<file path="config.mk">
export PLATFORM = sky130hd
export DESIGN_NAME = ssd_decoder
export DESIGN_NICKNAME = d
export VERILOG_FILES = /design/src/inc/ssd_pkg.sv /design/src/rtl/ssd_decoder.sv
export SDC_FILE = /design/constraint.sdc
export NUM_CORES = 1
export LEC_CHECK = 0
export BUFFER_PORTS_ARGS = -buffer_cell sky130_fd_sc_hd__buf_2
export CAP_MARGIN = 20
export CORE_MARGIN = 4
export CORE_UTILIZATION = 62
export CTS_BUF_LIST = sky130_fd_sc_hd__clkbuf_2
export CTS_CLUSTER_DIAMETER = 120
export CTS_CLUSTER_SIZE = 12
export DETAILED_ROUTE_END_ITERATION = 12
export GPL_ROUTABILITY_DRIVEN = 0
export HOLD_SLACK_MARGIN = 0.12
export PLACE_DENSITY_LB_ADDON = 0.15
export SLEW_MARGIN = 0
export SYNTH_ARGS = -nofsm -noshare
export SYNTH_HDL_FRONTEND = slang
export SYNTH_SLANG_ARGS = --single-unit
</file>
<file path="constraint.sdc">
create_clock -name clk -period 5.4 [get_ports clk]
set_clock_uncertainty 0.1 [all_clocks]
set_input_delay 0.54 -clock clk [delete_from_list [all_inputs] [get_ports clk]]
set_output_delay 0.54 -clock clk [all_outputs]
set_load 0.05 [all_outputs]
</file>
<file path="src/inc/ssd_pkg.sv">
// constants, encodings and types for the service switch command decoder
// assumes a free-running 10 MHz clock; switch positions arrive as 1..16
package ssd_pkg;

  // clock and timebase
  localparam int CLK_HZ          = 10_000_000;
  localparam int SEC_CYCLES      = CLK_HZ * 1;

  // times in seconds and minutes, as specified
  localparam logic [3:0]  HOLD_SHORT_S = 4'h2;
  localparam logic [3:0]  HOLD_LONG_S  = 4'hA;
  localparam logic [2:0]  SHOW_S       = 3'h5;
  localparam int          TEST_MIN     = 60;
  localparam logic [11:0] TEST_TICKS   = 12'(TEST_MIN * 60 + 1);

  // selector positions
  localparam logic [4:0] POS_REST      = 5'h01;
  localparam logic [4:0] GRP_SERVICE   = 5'h02;
  localparam logic [4:0] GRP_INDIV     = 5'h10;
  localparam logic [4:0] SUB_SERVICE   = 5'h01;
  localparam logic [4:0] ITEM_COOL     = 5'h05;
  localparam logic [4:0] ITEM_HEAT     = 5'h06;
  localparam logic [4:0] ITEM_BATCH    = 5'h07;
  localparam logic [4:0] POS_MAX       = 5'h10;
  localparam logic [4:0] SUB_ADDR_MAX  = 5'h04;

  // commands toward the indoor units
  localparam logic [2:0] CMD_NONE      = 3'h0;
  localparam logic [2:0] CMD_COOL_TEST = 3'h1;
  localparam logic [2:0] CMD_HEAT_TEST = 3'h2;
  localparam logic [2:0] CMD_START     = 3'h3;
  localparam logic [2:0] CMD_STOP      = 3'h4;
  localparam logic [2:0] CMD_TEST      = 3'h5;
  localparam logic [2:0] CMD_NORMAL    = 3'h6;
  localparam logic [6:0] ADDR_ALL      = 7'h00;

  // two-character display texts, ascii high character first
  localparam logic [15:0] TXT_C     = 16'h4320;
  localparam logic [15:0] TXT_MC    = 16'h2D43;
  localparam logic [15:0] TXT_H     = 16'h4820;
  localparam logic [15:0] TXT_MH    = 16'h2D48;
  localparam logic [15:0] TXT_CH    = 16'h4348;
  localparam logic [15:0] TXT_ON    = 16'h3131;
  localparam logic [15:0] TXT_OFF   = 16'h3030;
  localparam logic [15:0] TXT_FF    = 16'h4646;
  localparam logic [15:0] TXT_BLANK = 16'h2020;

  typedef enum logic [1:0] {
    ST_IDLE  = 2'h1,
    ST_SHOWN = 2'h2
  } ssd_state_t;

endpackage

</file>
<file path="src/rtl/ssd_decoder.sv">
// service switch decoder: selectors and two buttons into indoor commands
// assumes switch and button pins are asynchronous, halt flag is on clk
// Summary of operation
// - on-button 2 s at 2/5/1: cooling test to all, show C / -C
// - on-button 2 s at 2/6/1: heating test to all, show H / -H
// - on-button 2 s at 2/7/1: batch start, show CH / 11 for 5 s
// - off-button 2 s at 2/7/1: batch stop, show CH / 00 for 5 s
// - batch start carries only the start command, no settings
// - on-button held 2 s, released before 10 s, at 16/address: start only that indoor unit
// - off-button 2 s at 16/address: stop only that indoor unit
// - on-button 10 s at 16/address: test only that indoor unit
// - individual start shows address and 11 for 5 s
// - individual stop shows address and 00 for 5 s
// - individual test shows address and FF for 5 s
// - only command messages are sent, nothing else is done
// - each command is sent once, never repeated
// - requests are ignored while the system is halted by an error
// - the most recently started test reverts to normal after 60 minutes
`timescale 1ns/1ns
module ssd_decoder
  import ssd_pkg::*;
#(
  parameter int SEC_CYC = SEC_CYCLES
) (
  input  wire logic        clk,
  input  wire logic        rst_n,
  input  wire logic [4:0]  function_group_selector,
  input  wire logic [4:0]  function_item_selector,
  input  wire logic [4:0]  function_sub_selector,
  input  wire logic        execute_on_button,
  input  wire logic        execute_off_button,
  input  wire logic        system_halted,
  output logic             cmd_valid,
  output logic [2:0]       cmd_code,
  output logic [6:0]       cmd_addr,
  output logic             disp_override,
  output logic [15:0]      disp_a,
  output logic [15:0]      disp_b
);

  localparam logic [23:0] SEC_LAST = 24'(SEC_CYC - 1);

  function automatic logic [6:0] addr_of(input logic [4:0] item,
                                         input logic [4:0] sub);
    logic [6:0] base;
    base = {1'b0, sub[1:0] - 2'h1, 4'h0};
    return base + {2'h0, item};
  endfunction

  function automatic logic [15:0] to_dec(input logic [6:0] a);
    logic [6:0] tens;
    logic [6:0] ones;
    tens = a / 7'd10;
    ones = a - 7'(tens * 7'd10);
    return {4'h3, tens[3:0], 4'h3, ones[3:0]};
  endfunction

  // two-stage synchronisers for every switch and button pin
  logic [4:0]  grp_s1_ff, grp_s2_ff, item_s1_ff, item_s2_ff;
  logic [4:0]  sub_s1_ff, sub_s2_ff;
  logic        on_s1_ff, on_s2_ff, off_s1_ff, off_s2_ff;

  always_ff @(posedge clk or negedge rst_n) begin
    if (!rst_n) begin
      grp_s1_ff  <= POS_REST;
      grp_s2_ff  <= POS_REST;
      item_s1_ff <= POS_REST;
      item_s2_ff <= POS_REST;
      sub_s1_ff  <= POS_REST;
      sub_s2_ff  <= POS_REST;
      on_s1_ff   <= 1'b0;
      on_s2_ff   <= 1'b0;
      off_s1_ff  <= 1'b0;
      off_s2_ff  <= 1'b0;
    end else begin
      grp_s1_ff  <= function_group_selector;
      grp_s2_ff  <= grp_s1_ff;
      item_s1_ff <= function_item_selector;
      item_s2_ff <= item_s1_ff;
      sub_s1_ff  <= function_sub_selector;
      sub_s2_ff  <= sub_s1_ff;
      on_s1_ff   <= execute_on_button;
      on_s2_ff   <= on_s1_ff;
      off_s1_ff  <= execute_off_button;
      off_s2_ff  <= off_s1_ff;
    end
  end

  // selector decode
  wire logic       svc     = grp_s2_ff == GRP_SERVICE &&
                             sub_s2_ff == SUB_SERVICE;
  wire logic       indiv   = grp_s2_ff == GRP_INDIV &&
                             sub_s2_ff >= POS_REST &&
                             sub_s2_ff <= SUB_ADDR_MAX &&
                             item_s2_ff >= POS_REST &&
                             item_s2_ff <= POS_MAX;
  wire logic [6:0] sel_addr = addr_of(item_s2_ff, sub_s2_ff);
  wire logic       at_rest = grp_s2_ff == POS_REST &&
                             item_s2_ff == POS_REST &&
                             sub_s2_ff == POS_REST;

  // continuous hold measurement, one button at a time
  logic        prev_on_ff, prev_off_ff;
  logic [23:0] hold_cyc_ff;
  logic [3:0]  hold_sec_ff;

  wire logic on_now   = on_s2_ff & ~off_s2_ff;
  wire logic off_now  = off_s2_ff & ~on_s2_ff;
  wire logic pressed  = on_now | off_now;
  wire logic same     = on_now == prev_on_ff && off_now == prev_off_ff;
  wire logic sec_step = pressed && same && hold_cyc_ff == SEC_LAST;
  wire logic reach_short = sec_step && hold_sec_ff == HOLD_SHORT_S - 4'h1;
  wire logic reach_long  = sec_step && hold_sec_ff == HOLD_LONG_S - 4'h1;
  wire logic on_release  = prev_on_ff && !on_now &&
                           hold_sec_ff >= HOLD_SHORT_S &&
                           hold_sec_ff < HOLD_LONG_S;

  always_ff @(posedge clk or negedge rst_n) begin
    if (!rst_n) begin
      prev_on_ff  <= 1'b0;
      prev_off_ff <= 1'b0;
      hold_cyc_ff <= 24'h00_0000;
      hold_sec_ff <= 4'h0;
    end else begin
      prev_on_ff  <= on_now;
      prev_off_ff <= off_now;
      if (!pressed || !same) begin
        hold_cyc_ff <= 24'h00_0000;
        hold_sec_ff <= 4'h0;
      end else if (sec_step) begin
        hold_cyc_ff <= 24'h00_0000;
        if (hold_sec_ff != HOLD_LONG_S)
          hold_sec_ff <= hold_sec_ff + 4'h1;
      end else begin
        hold_cyc_ff <= hold_cyc_ff + 24'h00_0001;
      end
    end
  end

  // request recognition, blocked while halted
  wire logic ok        = !system_halted;
  wire logic f_cool    = ok && svc && item_s2_ff == ITEM_COOL &&
                         on_now && reach_short;
  wire logic f_heat    = ok && svc && item_s2_ff == ITEM_HEAT &&
                         on_now && reach_short;
  wire logic f_bstart  = ok && svc && item_s2_ff == ITEM_BATCH &&
                         on_now && reach_short;
  wire logic f_bstop   = ok && svc && item_s2_ff == ITEM_BATCH &&
                         off_now && reach_short;
  wire logic f_istart  = ok && indiv && on_release;
  wire logic f_istop   = ok && indiv && off_now && reach_short;
  wire logic f_itest   = ok && indiv && on_now && reach_long;
  wire logic user_fire = f_cool | f_heat | f_bstart | f_bstop |
                         f_istart | f_istop | f_itest;
  wire logic starts_test = f_cool | f_heat | f_itest;

  // command, address and texts of the recognised request
  wire logic [2:0]  u_code =
      f_cool   ? CMD_COOL_TEST :
      f_heat   ? CMD_HEAT_TEST :
      (f_bstart | f_istart) ? CMD_START :
      (f_bstop  | f_istop)  ? CMD_STOP  :
      f_itest  ? CMD_TEST : CMD_NONE;
  wire logic [6:0]  u_addr = indiv ? sel_addr : ADDR_ALL;
  wire logic [15:0] u_txt_a = f_cool ? TXT_C : f_heat ? TXT_H :
                              indiv ? to_dec(sel_addr) : TXT_CH;
  wire logic [15:0] u_txt_b =
      f_cool ? TXT_MC : f_heat ? TXT_MH :
      (f_bstart | f_istart) ? TXT_ON :
      (f_bstop  | f_istop)  ? TXT_OFF : TXT_FF;
  wire logic u_timed = ~(f_cool | f_heat);

  // free one-second tick for display and test timers
  logic [23:0] tick_cyc_ff;
  wire logic   tick = tick_cyc_ff == SEC_LAST;

  always_ff @(posedge clk or negedge rst_n) begin
    if (!rst_n)
      tick_cyc_ff <= 24'h00_0000;
    else
      tick_cyc_ff <= tick ? 24'h00_0000 : tick_cyc_ff + 24'h00_0001;
  end

  // automatic return from test operation
  logic        test_run_ff;
  logic [11:0] test_sec_ff;
  logic [6:0]  test_addr_ff;
  wire logic   revert_go = test_run_ff && test_sec_ff == TEST_TICKS &&
                           !user_fire;

  always_ff @(posedge clk or negedge rst_n) begin
    if (!rst_n) begin
      test_run_ff  <= 1'b0;
      test_sec_ff  <= 12'h000;
      test_addr_ff <= ADDR_ALL;
    end else if (starts_test) begin
      test_run_ff  <= 1'b1;
      test_sec_ff  <= 12'h000;
      test_addr_ff <= u_addr;
    end else if (revert_go) begin
      test_run_ff  <= 1'b0;
    end else if (test_run_ff && tick && test_sec_ff != TEST_TICKS) begin
      test_sec_ff  <= test_sec_ff + 12'h001;
    end
  end

  // command message: one pulse per accepted request, no retry
  logic       cmd_valid_ff;
  logic [2:0] cmd_code_ff;
  logic [6:0] cmd_addr_ff;

  always_ff @(posedge clk or negedge rst_n) begin
    if (!rst_n) begin
      cmd_valid_ff <= 1'b0;
      cmd_code_ff  <= CMD_NONE;
      cmd_addr_ff  <= ADDR_ALL;
    end else begin
      cmd_valid_ff <= user_fire | revert_go;
      if (user_fire) begin
        cmd_code_ff <= u_code;
        cmd_addr_ff <= u_addr;
      end else if (revert_go) begin
        cmd_code_ff <= CMD_NORMAL;
        cmd_addr_ff <= test_addr_ff;
      end
    end
  end

  // display ownership and timed second section
  ssd_state_t  state_ff, nxt_state;
  logic [15:0] disp_a_ff, disp_b_ff;
  logic [2:0]  show_sec_ff;
  logic        show_timed_ff;

  always_comb begin
    nxt_state = state_ff;
    case (state_ff)
      ST_IDLE:  if (user_fire) nxt_state = ST_SHOWN;
      ST_SHOWN: if (at_rest && !user_fire) nxt_state = ST_IDLE;
      default:  nxt_state = ST_IDLE;
    endcase
  end

  always_ff @(posedge clk or negedge rst_n) begin
    if (!rst_n) begin
      state_ff      <= ST_IDLE;
      disp_a_ff     <= TXT_BLANK;
      disp_b_ff     <= TXT_BLANK;
      show_sec_ff   <= 3'h0;
      show_timed_ff <= 1'b0;
    end else begin
      state_ff <= nxt_state;
      if (user_fire) begin
        disp_a_ff     <= u_txt_a;
        disp_b_ff     <= u_txt_b;
        show_sec_ff   <= 3'h0;
        show_timed_ff <= u_timed;
      end else if (show_timed_ff && tick) begin
        if (show_sec_ff == SHOW_S - 3'h1) begin
          disp_b_ff     <= TXT_BLANK;
          show_timed_ff <= 1'b0;
        end
        show_sec_ff <= show_sec_ff + 3'h1;
      end
    end
  end

  assign cmd_valid     = cmd_valid_ff;
  assign cmd_code      = cmd_code_ff;
  assign cmd_addr      = cmd_addr_ff;
  assign disp_override = state_ff == ST_SHOWN;
  assign disp_a        = disp_a_ff;
  assign disp_b        = disp_b_ff;

  // remembers that the current unbroken press has already sent its command
  logic fired_ff;

  always_ff @(posedge clk or negedge rst_n) begin
    if (!rst_n)
      fired_ff <= 1'b0;
    else
      fired_ff <= pressed && same && (user_fire || fired_ff);
  end
endmodule

</file>
### Word level (Yosys, flattened, before mapping)

Cells that the tools add are included.

* shift-type cells: 0
* equal/unequal tests: 23
* add/sub/neg operators: 8
* $lt $le $gt $ge: 6
* reduce and logical (&&, ||, !) cells: 56
* multiply operators: 1
* bitwise gates (word level): 16
* divide/modulo/power cells: 1
* muxes and demuxes: 39

Operator list (number)
* $mux 15: 7
* $mux 24: 3
* $add 24x1->24 const B: 2
* $eq 24x24->1 const B: 2
* $mux 16: 3
* $logic_and 1x1->1: 39
* $mux 12: 3
* $mux 3: 9
* $mux 7: 3
* $eq 5x1->1 const B: 3
* $eq 5x3->1 const B: 3
* $reduce_bool 2->1: 7
* $add 12x1->12 const B: 1
* $eq 12x12->1 const B: 1
* $mux 4: 3
* $ne 12x12->1 const B: 1
* $or 1x1->1: 11
* $ge 5x1->1 const B: 2
* $reduce_and 2->1: 4
* $add 6x5->7: 1
* $div 7x4->7 const B: 1
* $mul 7x3->3 const B: 1
* $eq 5x2->1 const B: 1
* $eq 5x5->1 const B: 1
* other kinds (24): 38

* bits in read-only memories: 0
* RAM bits: 0
* flip-flop bits (word level): 157
* bits in latches: 0
* memories: 0

### Logic depth before layout (Yosys ltp)

* depth in word-level cells: 18
* gate-level depth with buffers: 21
* depth with buffers taken out: 20

### Least setup slack after synthesis

Ideal clock, no wire load.

* path type: register -> register
* start: register sub_s2_ff[0]
* end: register disp_a_ff[3] (netlist: disp_a[3])
* clock period less this slack: 4596 ps
* path slack: 804 ps
* data arrival time: 4418 ps
* buffers on the path: 1
* stages on the path, launching flop included: 22
* cell sequence: dfstp_2 inv_1 ha_1 inv_1 ha_1 clkbuf_1 nor2b_1 a211o_1 a21oi_1 inv_1 ha_1 nand2b_1 a21oi_1 o21ai_0 nor3_1 inv_1 ha_1 fa_1 a211o_1 a2111o_1 a31o_2 o21bai_1

* word-level cells in the longest chain between the ends: 12

Ends and longest elaborated chain
* start: declaration: line ssd_decoder.sv:60 `logic [4:0] sub_s1_ff, sub_s2_ff;`
* start signal: assignment: line ssd_decoder.sv:81 `sub_s2_ff <= sub_s1_ff;`
* branches (longest 12 deep; another with $add 6x5->7)
* end signal: assignment: line ssd_decoder.sv:254 `disp_a_ff <= u_txt_a;`
* end: declaration: line ssd_decoder.sv:231 `logic [15:0] disp_a_ff, disp_b_ff;`

Parallel ways; which one is timed is not known.
A chain may end at the register's enable or synchronous reset.

### Worst setup path in the final report

Ends and elaborated chain as after synthesis.

==> metrics.log <==
[metrics] Vias: 5393
[metrics] clock tree from TritonCTS: yes
[metrics] Final Slew Violations: 0
[metrics] Floorplan Core Area: 0.01108 sq mm
[metrics] number of remaining DRC errors: 0
[metrics] worst vdd rail ir drop: 0.2472 mV
[metrics] arrival time at the worst endpoint: 5.55 ns
[metrics] mean cell area of the mapped netlist: 10.39 sq um
[metrics] YS warnings: 0
[metrics] number of cell rows: 38
[metrics] normalized max-slew margin: 27.00%
[metrics] final hold violations: 0
[metrics] clock slew at the register clock pins of the worst setup and hold paths: 0.21 ns
[metrics] number of primary I/O pins: 64
[metrics] vertical extent of the die: 115.4 um
[metrics] largest net degree at the start of global routing: 85
[metrics] post-synthesis instance area: 0.007147 sq mm
[metrics] critical path fanouts, max: 13
[metrics] Max Cap Violations: 0
[metrics] via/cell ratio: 5.920
[metrics] global-route congestion overflow total: 0
[metrics] Setup violations, final: 0
[metrics] number of global-route vias before repair: 5357
[metrics] initial DRC count: 472
[metrics] maximum root-to-sink buffer count: 2
[metrics] LEAKAGE: 3.500 nW
[metrics] total global-route track usage: 24.12%
[metrics] count of H-tree levels built during CTS: 4
[metrics] first-pass GRT wire length: 25420 um
[metrics] post-DR wirelength/cell: 16.30 um
[metrics] post-detail-place hpwl: 10130 um
[metrics] CP Launch Type: register
[metrics] worst path required time: 5.94 ns
[metrics] min cycle time layout: 5.002 ns
[metrics] area grow syn2layout: 10.45%
[metrics] worst setup path startpoint: sub_s2_ff[0]
[metrics] most used flip-flop cell after synthesis: sky130_fd_sc_hd__dfrtp_1
[metrics] classification of the worst-slack hold path: in2reg
[metrics] TritonCTS buffer count: 17
[metrics] launch point of the worst hold path: system_halted
[metrics] Post-CTS Setup Repair Bufs: 0
[metrics] sequential cell area fraction in the yosys report: 52.01%
[metrics] fraction of layout instances using a drive strength above 1: 17.12%
[metrics] share of synthesized registers carrying an async set or reset: 100.0%
[metrics] count of unique library cells instantiated by Yosys: 63
[metrics] number of antenna-violating nets in the routed design: 0
[metrics] number of enable-type register cells in the synthesized netlist: 0
[metrics] CTS sink count: 148
[metrics] most common cell after layout, fill and taps aside: sky130_fd_sc_hd__dfrtp_1
[metrics] endpoint kind of the worst setup timing path: register
[metrics] RR Startpoint: sub_s2_ff[0]
[metrics] Peak Freq: 199.9 MHz
[metrics] outcome: complete, no violations
[metrics] Syn Inst Count: 688
[metrics] latest clock arrival within the worst-skew pair: 0.71 ns
[metrics] detailed-router iteration count before antenna repair: 5
[metrics] count of state elements after synthesis: 148
[metrics] number of antenna violations at the first check in global routing: 0
[metrics] worst-margin pin slew: 1.080 ns
[metrics] utilization after layout: 71.26%
[metrics] antenna cells: 0
[metrics] clock root buffer master: sky130_fd_sc_hd__clkbuf_2
[metrics] area enclosed by the die boundary: 0.01331 sq mm
[metrics] RSZ-0062 raised after global routing: false
[metrics] PwrDens: 245.6 mW/mm^2
[metrics] period utilisation layout: 92.64%
[metrics] final-layout setup total negative slack: 0 ns
[metrics] most frequent cells in the layout: sky130_fd_sc_hd__dfrtp_1, sky130_fd_sc_hd__nor2_1, sky130_fd_sc_hd__buf_2, sky130_fd_sc_hd__nand2_1, sky130_fd_sc_hd__nand3_1
[metrics] Die X-Extent: 115.4 um
[metrics] count of port buffers added during placement: 59
[metrics] Post-Route WL: 14850 um
[metrics] number of nets in the layout: 797
[metrics] starting density of the core: 64.51%
[metrics] WS Path Type: reg2reg
## state kept, by name, indices dropped and copies added, names as in the netlist, 4 cells and up
name,cells
hold_cyc_ff,24
tick_cyc_ff,24
disp_a,13
test_sec_ff,12
disp_b,10
cmd_addr,7
test_addr_ff,7
grp_s1_ff,5
grp_s2_ff,5
item_s1_ff,5
item_s2_ff,5
sub_s1_ff,5
sub_s2_ff,5
hold_sec_ff,4
## final timing paths
kind | endpoint | slack (ns) | depth (start not counted)
min in group asynchronous | disp_a[10] | 0.32 | 2
setup / recovery | disp_a[3] | 0.40 | 20
hold reg to reg | item_s2_ff[0] | 0.26 | 0
max in group asynchronous | hold_cyc_ff[4] | 3.59 | 3
setup reg to reg | disp_a[3] | 0.40 | 20
hold / removal | disp_b[0] | 0.24 | 4
## where the power goes
group / internal, mW / switching, mW / leakage (nW)
sequential: 1.14 / 0.0260 / 1.81
clock: 0.205 / 0.401 / 0.120
combinational: 0.0578 / 0.109 / 1.56
## worst max-delay path: stages, from the launching register on
cell and delay, ns:
sky130_fd_sc_hd__dfstp_2 0.58, sky130_fd_sc_hd__inv_1 0.05, sky130_fd_sc_hd__ha_1 0.27, sky130_fd_sc_hd__inv_1 0.04, sky130_fd_sc_hd__ha_1 0.48, sky130_fd_sc_hd__nor2b_1 0.24
sky130_fd_sc_hd__o32ai_1 0.12, sky130_fd_sc_hd__a21oi_1 0.25, sky130_fd_sc_hd__inv_1 0.10, sky130_fd_sc_hd__ha_1 0.28, sky130_fd_sc_hd__nand2b_1 0.11, sky130_fd_sc_hd__a21oi_1 0.14
sky130_fd_sc_hd__o21ai_0 0.16, sky130_fd_sc_hd__nor3_1 0.33, sky130_fd_sc_hd__inv_1 0.08, sky130_fd_sc_hd__ha_1 0.20, sky130_fd_sc_hd__fa_1 0.40, sky130_fd_sc_hd__a211o_1 0.26
sky130_fd_sc_hd__a2111o_1 0.41, sky130_fd_sc_hd__a31o_2 0.24, sky130_fd_sc_hd__o21bai_1 0.11
## synthesized netlist by cell type, types with 12 or more instances
cell	instances	area share, %
sky130_fd_sc_hd__xnor2_1	26	3.2
sky130_fd_sc_hd__a21oi_1	26	1.8
sky130_fd_sc_hd__nand2_1	55	2.9
sky130_fd_sc_hd__and3_1	12	1.1
sky130_fd_sc_hd__inv_1	24	1.3
sky130_fd_sc_hd__nand4_1	20	1.8
sky130_fd_sc_hd__xor2_1	28	3.4
sky130_fd_sc_hd__dfrtp_1	137	48
sky130_fd_sc_hd__clkbuf_1	18	0.95
sky130_fd_sc_hd__nor2_1	68	3.6
sky130_fd_sc_hd__nand3_1	35	2.5
sky130_fd_sc_hd__nor4_1	14	1.2
sky130_fd_sc_hd__ha_1	18	3.2
sky130_fd_sc_hd__o21ai_0	29	2.0
sky130_fd_sc_hd__mux2i_1	15	2.1
## cells by family after synthesis
| group | synth area share (%) |
|---|---|
| compound gates | 8.211 |
| mux | 3.676 |
| other cells | 0.05247 |
| flops | 52.01 |
| buf+inv | 3.939 |
| fa+ha+maj | 3.431 |
| xor+xnor | 6.618 |
| simple gates | 22.06 |
## stage by stage
step                      hold slack [ns]  power [mW]  cell area (sq um)  cells  setup slack (ns)
after global routing               0.2102       2.021               7894    911           0.04479
after floorplan                    0.1444       1.285               7158    691            0.8045
after CTS                          0.1805       1.948               7884    910            0.3682
after detailed placement           0.2405       1.341               7480    860            0.4231
after global placement             0.2342       1.332               7472    859            0.7090
final                              0.2384       1.939               7894    911            0.3976
## repair_timing
action	in CTS	in global routing
hold buffers	18	0
resized for setup	0	1
endpoints found under the hold margin	95	0
endpoints found under the setup margin	0	1
## final cells by class
cell class / instances / area [sq um]
clock buffers: 17 / 85.08
clock inverters: 15 / 138.9
fillers: 808 / 3184
inverters: 24 / 90.09
multi-input cells: 485 / 3168
flip-flops and latches: 148 / 3717
well taps: 140 / 175.2
repair buffers: 82 / 519.2
## per-layer routing
metal / global-route usage, % / wire (um) / up-vias
li1: - / - / 2556
met1: 31.65 / 6474 / 2640
met2: 38.93 / 7186 / 155
met3: 5.947 / 744 / 42
met4: 9.390 / 441 / 0
met5: 0 / 0 / -
(Power assumes the default switching activity.)
